<file path="config.mk">
export PLATFORM = sky130hd
export DESIGN_NAME = slem_monitor
export DESIGN_NICKNAME = d
export VERILOG_FILES = /design/src/common/slem_pkg.sv /design/src/verilog/slem_monitor.sv
export SDC_FILE = /design/constraint.sdc
export NUM_CORES = 1
export LEC_CHECK = 0
export ABC_AREA = 0
export BUFFER_PORTS_ARGS = -buffer_cell sky130_fd_sc_hd__clkbuf_2
export CAP_MARGIN = 20
export CORE_ASPECT_RATIO = 1.25
export CORE_MARGIN = 2
export CORE_UTILIZATION = 60
export CTS_CLUSTER_SIZE = 16
export DETAILED_ROUTE_END_ITERATION = 7
export GPL_ROUTABILITY_DRIVEN = 0
export GPL_TIMING_DRIVEN = 1
export PLACE_DENSITY = 0.75
export SYNTH_ARGS = -nofsm -noshare
export SYNTH_HDL_FRONTEND = slang
export SYNTH_SLANG_ARGS = --single-unit
</file>
<file path="constraint.sdc">
create_clock -name mclk_in -period 5.6 [get_ports mclk_in]
set_input_delay 0.56 -clock mclk_in [delete_from_list [all_inputs] [get_ports mclk_in]]
set_output_delay 0.56 -clock mclk_in [all_outputs]
set_load 0.02 [all_outputs]
</file>
<file path="src/common/slem_pkg.sv">
// Shared constants and types for the serial link error monitor
`default_nettype none
package slem_pkg;
  // ---------------------------------------------------------------
  // Register map
  // ---------------------------------------------------------------
  localparam int         ADDR_W        = 12;
  localparam logic [11:0] OFF_LINK_CTL  = 12'h300;
  localparam logic [11:0] OFF_PULSE_CTL = 12'h312;
  localparam logic [11:0] OFF_CNT_SEL   = 12'h46B;
  localparam logic [11:0] OFF_DISP_CTL  = 12'h46D;
  localparam logic [11:0] OFF_TBL_CTL   = 12'h46E;
  localparam logic [11:0] OFF_CCH_CTL   = 12'h46F;
  localparam logic [11:0] OFF_CGS_STAT  = 12'h470;
  localparam logic [11:0] OFF_ALIGN_ST  = 12'h473;
  localparam logic [11:0] OFF_MODE      = 12'h477;
  localparam logic [11:0] OFF_IRQ       = 12'h47A;
  localparam logic [11:0] OFF_MASK      = 12'h47B;
  localparam logic [11:0] OFF_LIMIT     = 12'h47C;
  // ---------------------------------------------------------------
  // Field positions
  // ---------------------------------------------------------------
  localparam int LINK_EN_BIT   = 0;
  localparam int LINK_SEL_BIT  = 2;
  localparam int DUAL_BIT      = 3;
  localparam int PW_LSB        = 4;
  localparam int ILAS_TEST_BIT = 7;
  localparam int TM_EN_BIT     = 3;
  localparam int CNT_LANE_LSB  = 4;
  localparam int CLR_IRQ_BIT   = 7;
  localparam int DIS_BIT       = 6;
  localparam int CLR_CNT_BIT   = 5;
  localparam int TYPE_HI_BIT   = 7;
  // ---------------------------------------------------------------
  // Reset values and counts
  // ---------------------------------------------------------------
  localparam logic [7:0] LINK_CTL_RST  = 8'h00;
  localparam logic [7:0] PULSE_CTL_RST = 8'h00;
  localparam logic [7:0] LIMIT_RST     = 8'hFF;
  localparam logic [7:0] ZERO8         = 8'h00;
  localparam logic [2:0] CGS_NEED      = 3'h4;
  localparam logic [2:0] DISP_REINIT   = 3'h4;
  localparam logic [2:0] LINK1_OFS     = 3'h4;
  localparam int         REINIT_FRAMES = 5;
  localparam int         REINIT_OCTETS = 9;
  // Counter select codes
  localparam logic [1:0] TYPE_DISP = 2'h0;
  localparam logic [1:0] TYPE_TBL  = 2'h1;
  localparam logic [1:0] TYPE_CCH  = 2'h2;
  // Link state
  typedef enum logic [1:0] {
    ST_CGS    = 2'b00,
    ST_RUN    = 2'b01,
    ST_REINIT = 2'b10
  } slem_state_t;
endpackage
`default_nettype wire

</file>
<file path="src/verilog/slem_monitor.sv">
// Receive-side error counter, threshold and sync request logic
`timescale 1ns/1ps
`default_nettype none
//
// Function
// ILAS test mode bit lets CGS then repeated ILAS pass.
// Release sync after four K characters on every enabled lane.
// Link select bit picks link 0 or link 1 lane status.
// With link 1 selected, lane index x means lane x plus four.
// Detect disparity, table miss and control character errors.
// Count select register picks lane and type; read gives count.
// Type codes: 00 disparity, 01 table miss, 10 control char.
// Counters saturate at the programmed error limit.
// One limit for all types; three over-limit status registers.
// Bit 7 write clears that type's interrupt for addressed lane.
// Bit 6 disables counting, bit 5 clears count, per lane.
// Control register reads return over-limit status.
// Any error pulses sync low for half, one or two cycles.
// Software picks width so pulse spans two frames.
// Over-limit interrupt events enabled and read at same bits.
// Four bad disparity characters request reinitialization.
// Reinitialization request lasts five frames plus nine octets.
// Mask enable allows limit resync; unmasked types never saturate (code: only while TM_EN_BIT of mode is set, else all types saturate).
// Mask bits 7,6,5 let each type trigger a sync request.
// Masked-in type reaching limit on any lane drops sync.
// Reinitialization clears counters but keeps interrupt status.
// Software reads alignment status after ILAS test.
// Alignment status bit x high when lane x passed alignment.
// Counter increments per erroneous character while enabled.
// Sync request is active low; error report is a low pulse.
module slem_monitor #(
  parameter int LANES            = 8,
  parameter int OCTETS_PER_FRAME = 1,
  parameter int OCTETS_PER_PCLK  = 4
) (
  // Clock and reset
  input  wire logic                      mclk_in,
  input  wire logic                      sys_rst_in,
  // Register port
  input  wire logic [slem_pkg::ADDR_W-1:0] reg_addr_in,
  input  wire logic [7:0]                reg_wdata_in,
  input  wire logic                      reg_wr_in,
  input  wire logic                      reg_rd_in,
  output logic      [7:0]                reg_rdata_out,
  // Decoder events, one bit per lane
  input  wire logic [LANES-1:0]          disp_err_in,
  input  wire logic [LANES-1:0]          table_miss_in,
  input  wire logic [LANES-1:0]          ctrl_char_err_in,
  input  wire logic [LANES-1:0]          k_char_in,
  input  wire logic [LANES-1:0]          lane_aligned_in,
  input  wire logic [LANES-1:0]          lane_enable_in,
  // Processing clock from the link side
  input  wire logic                      processing_clock_in,
  // Sync request, active low
  output logic                           sync_request_out
);
  localparam int RE_OCT   = slem_pkg::REINIT_FRAMES * OCTETS_PER_FRAME
                            + slem_pkg::REINIT_OCTETS;
  localparam int RE_EDGES = (2 * RE_OCT + OCTETS_PER_PCLK - 1)
                            / OCTETS_PER_PCLK;

  if (LANES != 8 || OCTETS_PER_FRAME < 1 || OCTETS_PER_PCLK < 1
      || RE_EDGES > 255)
  begin : g_chk
    $error("slem_monitor: unsupported parameters");
  end

  // ---------------------------------------------------------------
  // Registers
  // ---------------------------------------------------------------
  logic [7:0] link_ctl_q;
  logic [7:0] pulse_ctl_q;
  logic [7:0] cnt_sel_q;
  logic [7:0] mode_q;
  logic [2:0] irq_en_q;
  logic [2:0] mask_q;
  logic [7:0] limit_q;
  logic [7:0] rdata_q;
  logic       link_sel;
  logic       tm_en;
  logic       ilas_test;

  assign link_sel  = link_ctl_q[slem_pkg::LINK_SEL_BIT]
                     & link_ctl_q[slem_pkg::DUAL_BIT];
  assign tm_en     = mode_q[slem_pkg::TM_EN_BIT];
  assign ilas_test = mode_q[slem_pkg::ILAS_TEST_BIT];

  function automatic logic [2:0] lane_map(input logic [2:0] x,
                                          input logic sel);
    lane_map = sel ? 3'(x + slem_pkg::LINK1_OFS) : x;
  endfunction

  function automatic logic [7:0] lane_view(input logic [7:0] v,
                                           input logic sel);
    lane_view = sel ? {4'h0, v[7:4]} : v;
  endfunction

  always_ff @(posedge mclk_in)
  begin
    if (sys_rst_in)
    begin
      link_ctl_q  <= slem_pkg::LINK_CTL_RST;
      pulse_ctl_q <= slem_pkg::PULSE_CTL_RST;
      cnt_sel_q   <= slem_pkg::ZERO8;
      mode_q      <= slem_pkg::ZERO8;
      irq_en_q    <= 3'h0;
      mask_q      <= 3'h0;
      limit_q     <= slem_pkg::LIMIT_RST;
    end
    else if (reg_wr_in)
    begin
      unique case (reg_addr_in)
        slem_pkg::OFF_LINK_CTL:  link_ctl_q  <= reg_wdata_in;
        slem_pkg::OFF_PULSE_CTL: pulse_ctl_q <= reg_wdata_in;
        slem_pkg::OFF_CNT_SEL:   cnt_sel_q   <= reg_wdata_in;
        slem_pkg::OFF_MODE:      mode_q      <= reg_wdata_in;
        slem_pkg::OFF_IRQ:       irq_en_q    <= reg_wdata_in[7:5];
        slem_pkg::OFF_MASK:      mask_q      <= reg_wdata_in[7:5];
        slem_pkg::OFF_LIMIT:     limit_q     <= reg_wdata_in;
        default:                 ;
      endcase
    end
  end

  // ---------------------------------------------------------------
  // Processing clock edge finder
  // ---------------------------------------------------------------
  logic [2:0] pclk_q;
  logic       pedge;

  always_ff @(posedge mclk_in)
  begin
    if (sys_rst_in)
      pclk_q <= 3'h0;
    else
      pclk_q <= {pclk_q[1:0], processing_clock_in};
  end
  assign pedge = pclk_q[2] ^ pclk_q[1];

  // ---------------------------------------------------------------
  // Error counters, status and interrupt flags
  // ---------------------------------------------------------------
  slem_pkg::slem_state_t state_q;
  logic [2:0][LANES-1:0] err_v;
  logic [2:0][LANES-1:0] over;
  logic [2:0][LANES-1:0] over_q;
  logic [2:0][LANES-1:0] irq_q;
  logic [2:0][LANES-1:0] dis_q;
  logic [7:0]            cnt_q [3][LANES];
  logic [2:0]            ctl_wr;
  logic [2:0]            ctl_lane;
  logic [2:0]            sat_en;
  logic                  clr_all;

  assign err_v[0] = disp_err_in;
  assign err_v[1] = table_miss_in;
  assign err_v[2] = ctrl_char_err_in & {LANES{~ilas_test}};
  assign ctl_lane = lane_map(reg_wdata_in[2:0], link_sel);
  assign clr_all  = state_q == slem_pkg::ST_REINIT;

  for (genvar t = 0; t < 3; t++)
  begin : g_type
    assign ctl_wr[t] = reg_wr_in
                       && reg_addr_in == 12'(slem_pkg::OFF_DISP_CTL + t);
    assign sat_en[t] = ~tm_en | mask_q[slem_pkg::TYPE_HI_BIT - 5 - t];
    for (genvar l = 0; l < LANES; l++)
    begin : g_lane
      logic hit;
      assign hit = ctl_wr[t] && ctl_lane == 3'(l);
      assign over[t][l] = limit_q != slem_pkg::ZERO8
                          && cnt_q[t][l] >= limit_q;

      always_ff @(posedge mclk_in)
      begin
        if (sys_rst_in || clr_all)
          cnt_q[t][l] <= slem_pkg::ZERO8;
        else if (hit && reg_wdata_in[slem_pkg::CLR_CNT_BIT])
          cnt_q[t][l] <= slem_pkg::ZERO8;
        else if (err_v[t][l] && !dis_q[t][l]
                 && (!sat_en[t] || cnt_q[t][l] < limit_q))
          cnt_q[t][l] <= cnt_q[t][l] + 8'h01;
      end

      always_ff @(posedge mclk_in)
      begin
        if (sys_rst_in)
          dis_q[t][l] <= 1'b0;
        else if (hit)
          dis_q[t][l] <= reg_wdata_in[slem_pkg::DIS_BIT];
      end

      always_ff @(posedge mclk_in)
      begin
        if (sys_rst_in)
        begin
          over_q[t][l] <= 1'b0;
          irq_q[t][l]  <= 1'b0;
        end
        else
        begin
          over_q[t][l] <= over[t][l];
          if (over[t][l] && !over_q[t][l])
            irq_q[t][l] <= 1'b1;
          else if (hit && reg_wdata_in[slem_pkg::CLR_IRQ_BIT])
            irq_q[t][l] <= 1'b0;
        end
      end

    end
  end

  // ---------------------------------------------------------------
  // Lane synchronization tracking
  // ---------------------------------------------------------------
  logic [2:0] kcnt_q  [LANES];
  logic [2:0] dcnt_q  [LANES];
  logic [LANES-1:0] cgs_done;
  logic [LANES-1:0] disp4;
  logic [LANES-1:0] aligned_q;

  for (genvar l = 0; l < LANES; l++)
  begin : g_sync
    assign cgs_done[l] = kcnt_q[l] == slem_pkg::CGS_NEED;
    assign disp4[l]    = dcnt_q[l] == slem_pkg::DISP_REINIT;
    always_ff @(posedge mclk_in)
    begin
      if (sys_rst_in || clr_all
          || !link_ctl_q[slem_pkg::LINK_EN_BIT])
        kcnt_q[l] <= 3'h0;
      else if (k_char_in[l] && !cgs_done[l])
        kcnt_q[l] <= kcnt_q[l] + 3'h1;
    end
    always_ff @(posedge mclk_in)
    begin
      if (sys_rst_in || state_q != slem_pkg::ST_RUN)
        dcnt_q[l] <= 3'h0;
      else if (disp_err_in[l] && !disp4[l])
        dcnt_q[l] <= dcnt_q[l] + 3'h1;
    end
  end

  always_ff @(posedge mclk_in)
  begin
    if (sys_rst_in)
      aligned_q <= '0;
    else
      aligned_q <= lane_aligned_in & lane_enable_in;
  end

  // ---------------------------------------------------------------
  // Link state and sync request
  // ---------------------------------------------------------------
  logic       cgs_all;
  logic       err_any;
  logic       trig;
  logic [7:0] re_q;
  logic [2:0] pul_q;
  logic [2:0] pw;
  logic       sync_q;

  assign cgs_all = |lane_enable_in
                   && (cgs_done & lane_enable_in) == lane_enable_in;
  assign err_any = |(err_v[0] | err_v[1] | err_v[2]);
  assign trig    = |(disp4 & lane_enable_in)
                   || (tm_en && |{mask_q[2] && |over[0],
                                  mask_q[1] && |over[1],
                                  mask_q[0] && |over[2]});
  always_comb
  begin
    unique case (pulse_ctl_q[slem_pkg::PW_LSB +: 2])
      2'h0:    pw = 3'h1;
      2'h1:    pw = 3'h2;
      default: pw = 3'h4;
    endcase
  end

  always_ff @(posedge mclk_in)
  begin
    if (sys_rst_in)
    begin
      state_q <= slem_pkg::ST_CGS;
      re_q    <= slem_pkg::ZERO8;
    end
    else
    begin
      unique case (state_q)
        slem_pkg::ST_CGS:
          if (link_ctl_q[slem_pkg::LINK_EN_BIT] && cgs_all)
            state_q <= slem_pkg::ST_RUN;
        slem_pkg::ST_RUN:
          if (!link_ctl_q[slem_pkg::LINK_EN_BIT])
            state_q <= slem_pkg::ST_CGS;
          else if (trig)
          begin
            state_q <= slem_pkg::ST_REINIT;
            re_q    <= 8'(RE_EDGES);
          end
        slem_pkg::ST_REINIT:
          if (re_q == slem_pkg::ZERO8)
            state_q <= slem_pkg::ST_CGS;
          else if (pedge)
            re_q <= re_q - 8'h01;
        default:
          state_q <= slem_pkg::ST_CGS;
      endcase
    end
  end

  always_ff @(posedge mclk_in)
  begin
    if (sys_rst_in || state_q != slem_pkg::ST_RUN)
      pul_q <= 3'h0;
    else if (pul_q == 3'h0 && err_any && !trig)
      pul_q <= pw;
    else if (pul_q != 3'h0 && pedge)
      pul_q <= pul_q - 3'h1;
  end

  always_ff @(posedge mclk_in)
  begin
    if (sys_rst_in)
      sync_q <= 1'b0;
    else
      sync_q <= state_q == slem_pkg::ST_RUN && pul_q == 3'h0;
  end
  assign sync_request_out = sync_q;

  // ---------------------------------------------------------------
  // Read data
  // ---------------------------------------------------------------
  logic [2:0] sel_lane;
  logic [7:0] sel_cnt;
  logic [2:0] irq_any;

  assign sel_lane = lane_map(cnt_sel_q[slem_pkg::CNT_LANE_LSB +: 3],
                             link_sel);
  assign sel_cnt  = cnt_sel_q[1:0] == slem_pkg::TYPE_DISP
                    ? cnt_q[0][sel_lane]
                    : cnt_sel_q[1:0] == slem_pkg::TYPE_TBL
                    ? cnt_q[1][sel_lane]
                    : cnt_sel_q[1:0] == slem_pkg::TYPE_CCH
                    ? cnt_q[2][sel_lane] : slem_pkg::ZERO8;
  assign irq_any  = {|irq_q[0], |irq_q[1], |irq_q[2]} & irq_en_q;

  always_ff @(posedge mclk_in)
  begin
    if (sys_rst_in)
      rdata_q <= slem_pkg::ZERO8;
    else if (reg_rd_in)
    begin
      unique case (reg_addr_in)
        slem_pkg::OFF_LINK_CTL:  rdata_q <= link_ctl_q;
        slem_pkg::OFF_PULSE_CTL: rdata_q <= pulse_ctl_q;
        slem_pkg::OFF_CNT_SEL:   rdata_q <= sel_cnt;
        slem_pkg::OFF_DISP_CTL:  rdata_q <= lane_view(over[0], link_sel);
        slem_pkg::OFF_TBL_CTL:   rdata_q <= lane_view(over[1], link_sel);
        slem_pkg::OFF_CCH_CTL:   rdata_q <= lane_view(over[2], link_sel);
        slem_pkg::OFF_CGS_STAT:  rdata_q <= lane_view(cgs_done, link_sel);
        slem_pkg::OFF_ALIGN_ST:  rdata_q <= lane_view(aligned_q, link_sel);
        slem_pkg::OFF_MODE:      rdata_q <= mode_q;
        slem_pkg::OFF_IRQ:       rdata_q <= {irq_any, 5'h00};
        slem_pkg::OFF_MASK:      rdata_q <= {mask_q, 5'h00};
        slem_pkg::OFF_LIMIT:     rdata_q <= limit_q;
        default:                 rdata_q <= slem_pkg::ZERO8;
      endcase
    end
    else
      rdata_q <= slem_pkg::ZERO8;
  end
  assign reg_rdata_out = rdata_q;
endmodule
`default_nettype wire

</file>
==> metrics, run 1 <==
failing checks DRC; DRC Markers 10; Rows just over 80; relative slew slack a little over a quarter; CP Launch Point limit_q[5]$_SDFFE_PP1P_; Hold WS 0.216 ns; initial antenna violation count 6; setup ws final between 1.5 and 2 ns; post-synthesis instance total around 2600; Area after DPL between 20000 and 30000 um2; crit-path max cell delay 0.61 ns; CTS tree yes; CTS Buf Count 43; ys flop type edfxtp_1; VDD IR max around 0.27 mV; first-pass GRT wire length ~110 mm; Detail Placement HPWL between 50 and 60 mm; Min-Delay Startpoint lane_aligned_in[3]; Cell Count, Final, Fillers Out around 3300; final worst path period need 3.72 ns; area of the die 43300 um2; CTS sink count roughly 390; Chip Width between 150 and 200 um; status finished, violations left; cell family with most CP delay buffers and inverters; post-placement setup slack a little over 2 ns; area grow syn2layout 9.04%; Crit Path Max Fanout 13; CP endpoint kind flip-flop; Hold Crit Class in -> reg; H-Tree Depth 2; design area ~27000 um2; crit path cell chain inv_1, buf_4, ha_1, a21oi_1, o21ai_0, nor2_1, nand4_1, o21ai_0, a31o_4, nand3_4, mux2_4; vias in the first global route around 21000; Final ANT Viol Nets 0; setup bufs post-CTS 0; commonest non-fill, non-tap cells in the layout nor2_1, nand2_1, ha_1; leakage 10.8 nW; vias per inst roughly 6.5; max_cap viols 0; most common cell after layout, fill and taps aside nor2_1; layout cell share with drive strength beyond 1 about a tenth; YS warnings 0; Vias ~21000; endpoints failing hold 0; crit path buf inv count 2; placed cell count about 3200; Clock Path Buffers 3; Synth top area share 28.8%; CTS resizes 0; asr flop ratio synth 0%; Root Driver clkbuf_16; Clk pin slew, worst setup/hold paths 0.07 ns; nets 3016; GRT Util Overall 33.9%; final total power just under 7 mW; GRT overflow 0; # setup viols final 0; Syn Area/Cell 9.44 um2; wire length per cell between 20 and 25 um; Detailed Route Iter0 Violations between 2000 and 2500; later-pin clock latency in the skew report between 0.5 and 0.6 ns; period utilisation layout approximately two thirds; core area between 40000 and 50000 um2; RSZ-0062 raised after global routing false; largest net degree at the start of global routing 89; #FFs+latches synth ~390; Initial Util slightly above 60%; register area approximately 10000 um2; TritonRoute pass-1 iters 8; Post-Syn Area 25000 um2; r2r startpoint limit_q[5]$_SDFFE_PP1P_; final WL approximately 74 mm; fin. max-slew vios 0; footprint of the multi-input gates ~14000 um2; Max Clock Skew ~0.015 ns; setup_tns 0 ns; PortBufs 81; Worst Path Arrival ~4.2 ns; power density cells 248 nW/um2; FILL cells between 3000 and 4000; slowest CP cell inv_1; Seq/Total Area, Yosys 40.7%; number of library cell types mapped by synthesis 79; Post-synth EDFFs 240; FMAX roughly 0.27 GHz; hold buffer count at cts 0; Synth area leader edfxtp_1; Critical Path RT between 6 and 7 ns; Mapped Nets slightly below 3000; die height about 230 um; final design utilization between 60% and 70%; CP dominant cell by count o21ai_0; CP Launch Type flip-flop; I/O pins between 80 and 90; Crit Path Class reg -> reg; top cells by area, synth edfxtp_1, ha_1, dfxtp_1, nor2_1, mux4_2; Worst Tran Pin Value 1.09 ns
cell families after synthesis:
family,synth area share (%)
AND/OR/NAND/NOR,21.2
AO/OA/AOI/OAI,10.5
flip-flops,40.7
adder cells (fa/ha/maj),12.6
buffers and inverters,3.49
XOR/XNOR,5.36
multiplexers,6.14
synth_stat cells (4+ instances only):
cell type,count
inv_1,104
mux4_2,50
buf_4,9
a31oi_1,37
o21a_1,4
nor3b_1,4
nor2b_1,37
clkbuf_1,51
nand3_1,158
dfxtp_1,148
nor3_1,34
and2_1,8
nor4_1,29
xor2_1,107
a21oi_1,192
ha_1,252
nor2_1,340
a41oi_1,5
nand4_1,59
nand2_1,283
xnor2_1,44
or2_2,5
nand3b_1,17
and4_1,10
edfxtp_1,240
a222oi_1,9
buf_1,5
a31o_2,14
nor2_2,6
a32o_1,4
buf_2,37
a211oi_1,4
and3_1,66
nand2b_1,44
o211ai_1,29
a221oi_1,4
o21ai_0,102
mux2i_1,36
final timing paths:
path / end / slack (ns) / cells after the start
min: aligned_q[3]$_SDFF_PP0_ / 0.22 / 2
max reg2reg: pul_q[0]$_SDFFE_PP0P_ / 1.88 / 11
max: pul_q[0]$_SDFFE_PP0P_ / 1.88 / 11
min reg2reg: pclk_q[1]$_SDFF_PP0_ / 0.45 / 1
worst register-to-register path, delay by kind of cell (launching register included):
family / cells / cell delay [ns]
buffers and inverters: 2 / 1.04
AOI/OAI and AO/OA: 4 / 0.95
and+or+nand+nor: 3 / 0.66
DFF: 1 / 0.32
muxes: 1 / 0.32
adders and majority gates: 1 / 0.31
per-layer routing:
metal	vias up	part of all wire (%)	GRT usage [%]
met5	-	0	0
met4	0	7.6	23.7
met3	348	9.0	6.57
met2	1189	46	55.9
met1	10156	37	40.2
li1	9711	-	-
state kept, by name, indices dropped and copies added, names as in the netlist:
signal / cells
aligned_q: 8
dis_q: 24
mode_q: 8
irq_en_q: 3
mask_q: 3
pul_q: 3
over_q: 24
pulse_ctl_q: 8
irq_q: 24
reg_rdata_out: 8
pclk_q: 3
kcnt_q: 24
dcnt_q: 24
state_q: 2
cnt_sel_q: 5
limit_q: 8
cnt_q: 192
sync_request_out: 1
re_q: 8
link_ctl_q: 8
area by class of cell:
class	instances	share of cell area (%)
Tap cell	552	2.53
Clock buffer	55	4.46
Sequential cell	388	37.3
Timing Repair Buffer	104	2.15
Inverter	105	1.45
Multi-Input combinational cell	2049	51.2
Antenna cell	6	0.0551
Clock inverter	23	0.808
where the power goes:
group,total [mW],switching (mW),internal (mW)
clock network,2.92,1.20,1.72
registers,3.33,0.182,3.14
logic,0.515,0.312,0.202
total,6.76,1.69,5.07
No activity file was read; power rests on OpenSTA's default activity.
==> inputs of run 2 (changes only) <==
Settings changed: CORE_UTILIZATION 60 to 57.
Clock period 5.6 ns to 3.4 ns, I/O delays scaled along.
==> metrics, run 2 (synthesis results as in run 1) <==
status completed; Clock Path Buffers 3; relative slew slack about 36%; Detailed Route Iter0 Violations 2436; CTS sink count about 390; GRT overflow 0; PortBufs 81; CTS tree yes; die height roughly 240 um; largest net degree at the start of global routing 80; layout cell share with drive strength beyond 1 between 10% and 20%; max reg flops 192; RR Endpoint pul_q[0]$_SDFFE_PP0P_; core area 43200 um2; final WL roughly 75 mm; initial antenna violation count 4; Critical Path RT 3.84 ns; max_cap viols 0; Initial Util roughly 58%; Worst Tran Pin Value about 0.97 ns; CTS Buf Count 40; CP endpoint kind flip-flop; Final ANT Viol Nets 0; power density cells slightly below 400 nW/um2; Rows between 80 and 90; leakage roughly 11 nW; H-Tree Depth 2; Root Driver clkbuf_16; I/O pins about 80; RSZ-0062 raised after global routing false; r2r startpoint limit_q[0]$_SDFFE_PP1P_; placed cell count around 3200; Clk pin slew, worst setup/hold paths about 0.060 ns; slowest CP cell dfxtp_1; Cell Count, Final, Fillers Out around 3300; Crit Path Max Fanout 10; Hold Crit Endpoint aligned_q[0]$_SDFF_PP0_; area grow syn2layout 10.0%; later-pin clock latency in the skew report approximately 0.56 ns; most common cell after layout, fill and taps aside nor2_1; reg-to-reg setup timing slack between 0.15 and 0.2 ns; Crit Path Class reg -> reg; area of the die roughly 46000 um2; worst r2r path cells 11; CP Launch Type flip-flop; hold depth 2; endpoints failing hold 0; crit path cell chain buf_4, ha_1, nor2b_1, o211ai_1, a31oi_1, nor4_1, nor3b_2, a41o_1, a31o_4, nand3_4, mux2_4; period utilisation layout 95.2%; FMAX just over 0.3 GHz; VDD IR max 0.358 mV; DRC Markers 0; first-pass GRT wire length approximately 120 mm; Reg with most FFs cnt_q; Detail Placement HPWL between 50 and 60 mm; vias in the first global route between 20000 and 25000; Min-Delay Startpoint lane_aligned_in[0]; GRT Util Overall between 30% and 40%; Vias between 20000 and 25000; setup bufs post-CTS 0; setup_tns 0 ns; nets 3050; Hold Crit Class in -> reg; vias per inst ~6.5; Worst Path Arrival 3.68 ns; # setup viols final 0; commonest non-fill, non-tap cells in the layout nor2_1, nand2_1, ha_1; crit-path max cell delay ~0.60 ns; final worst path period need about 3.2 ns; TritonRoute pass-1 iters 8; Max Clock Skew around 0.017 ns; fin. max-slew vios 0; wire length per cell 22.6 um; Chip Width around 190 um
==> run 2: cell types whose count changed in the layout (fill, tap and decap cells not counted), moves of 2 or more <==
cell        before  now
buf_12           0    4
buf_4           22   56
clkinvlp_4       2    4
clkbuf_16       46   44
inv_4            3    1
clkinv_1         7    5
==> run 2: layout make-up <==
| cell class | instances | area, um2 |
|---|---|---|
| Fill cell | 3464 | 15700 |
| Multi-Input combinational cell | 2049 | 14000 |
| Clock inverter | 20 | 185 |
| Antenna cell | 5 | 12.5 |
| Tap cell | 565 | 707 |
| Sequential cell | 388 | 10200 |
| Timing Repair Buffer | 141 | 911 |
| Inverter | 105 | 394 |
| Clock buffer | 51 | 1160 |
==> run 2: report_power, final <==
group          leakage [nW]  total (mW)  switching [mW]  internal, mW
Clock                 0.654        4.55            1.91          2.64
Sequential             3.91        5.48           0.299          5.18
Combinational          6.37       0.864           0.527         0.336
==> run 2: worst max path at each step <==
stage | startpoint | cells after the start | to | slack, ns
finish | limit_q[0]$_SDFFE_PP1P_ | 11 | pul_q[0]$_SDFFE_PP0P_ | 0.16
global route | limit_q[1]$_SDFFE_PP1P_ | 12 | pul_q[0]$_SDFFE_PP0P_ | 0.09
CTS | limit_q[0]$_SDFFE_PP1P_ | 11 | pul_q[0]$_SDFFE_PP0P_ | 0.16
detailed placement | limit_q[0]$_SDFFE_PP1P_ | 11 | pul_q[0]$_SDFFE_PP0P_ | 0.15
global placement | limit_q[0]$_SDFFE_PP1P_ | 11 | pul_q[0]$_SDFFE_PP0P_ | 0.26
floorplan | limit_q[0]$_SDFFE_PP1P_ | 10 | pul_q[0]$_SDFFE_PP0P_ | 0.55
==> run 2: metal layers <==
metal / vias to the layer above / global-route usage (%) / part of all wire [%]
met3: 359 / 7.05 / 10
met4: 0 / 22.9 / 8.1
met2: 1285 / 52.5 / 45
met5: - / 0 / 0
met1: 10323 / 38.9 / 36
li1: 9778 / - / -
==> run 2: critical path, delay by kind of cell (launching register included) <==
family,cells,cell delay [ns]
mux,1,0.33
simple gates,4,0.79
buf+inv,1,0.30
flops,1,0.60
fa+ha+maj,1,0.18
compound gates,4,0.93
==> run 2: stage by stage <==
step	hold slack [ns]	instance area (um2)	setup slack [ns]	total power, mW	utilization (%)
2_1_floorplan	0.414	25000	0.555	6.02	-
3_3_place_gp	0.425	26100	0.255	6.34	60.5
3_5_place_dp	0.437	26100	0.145	6.40	60.5
4_1_cts	0.0340	27500	0.158	10.9	63.6
5_1_grt	0.0337	27500	0.0873	11.2	63.7
6_report	0.0337	27500	0.163	10.9	63.7
==> run 2: repair_timing <==
item	4_1_cts	5_1_grt
hold buffers	1	0
endpoints found under the hold margin	1	0
setup endpoints to repair	0	3
resized for setup	0	1
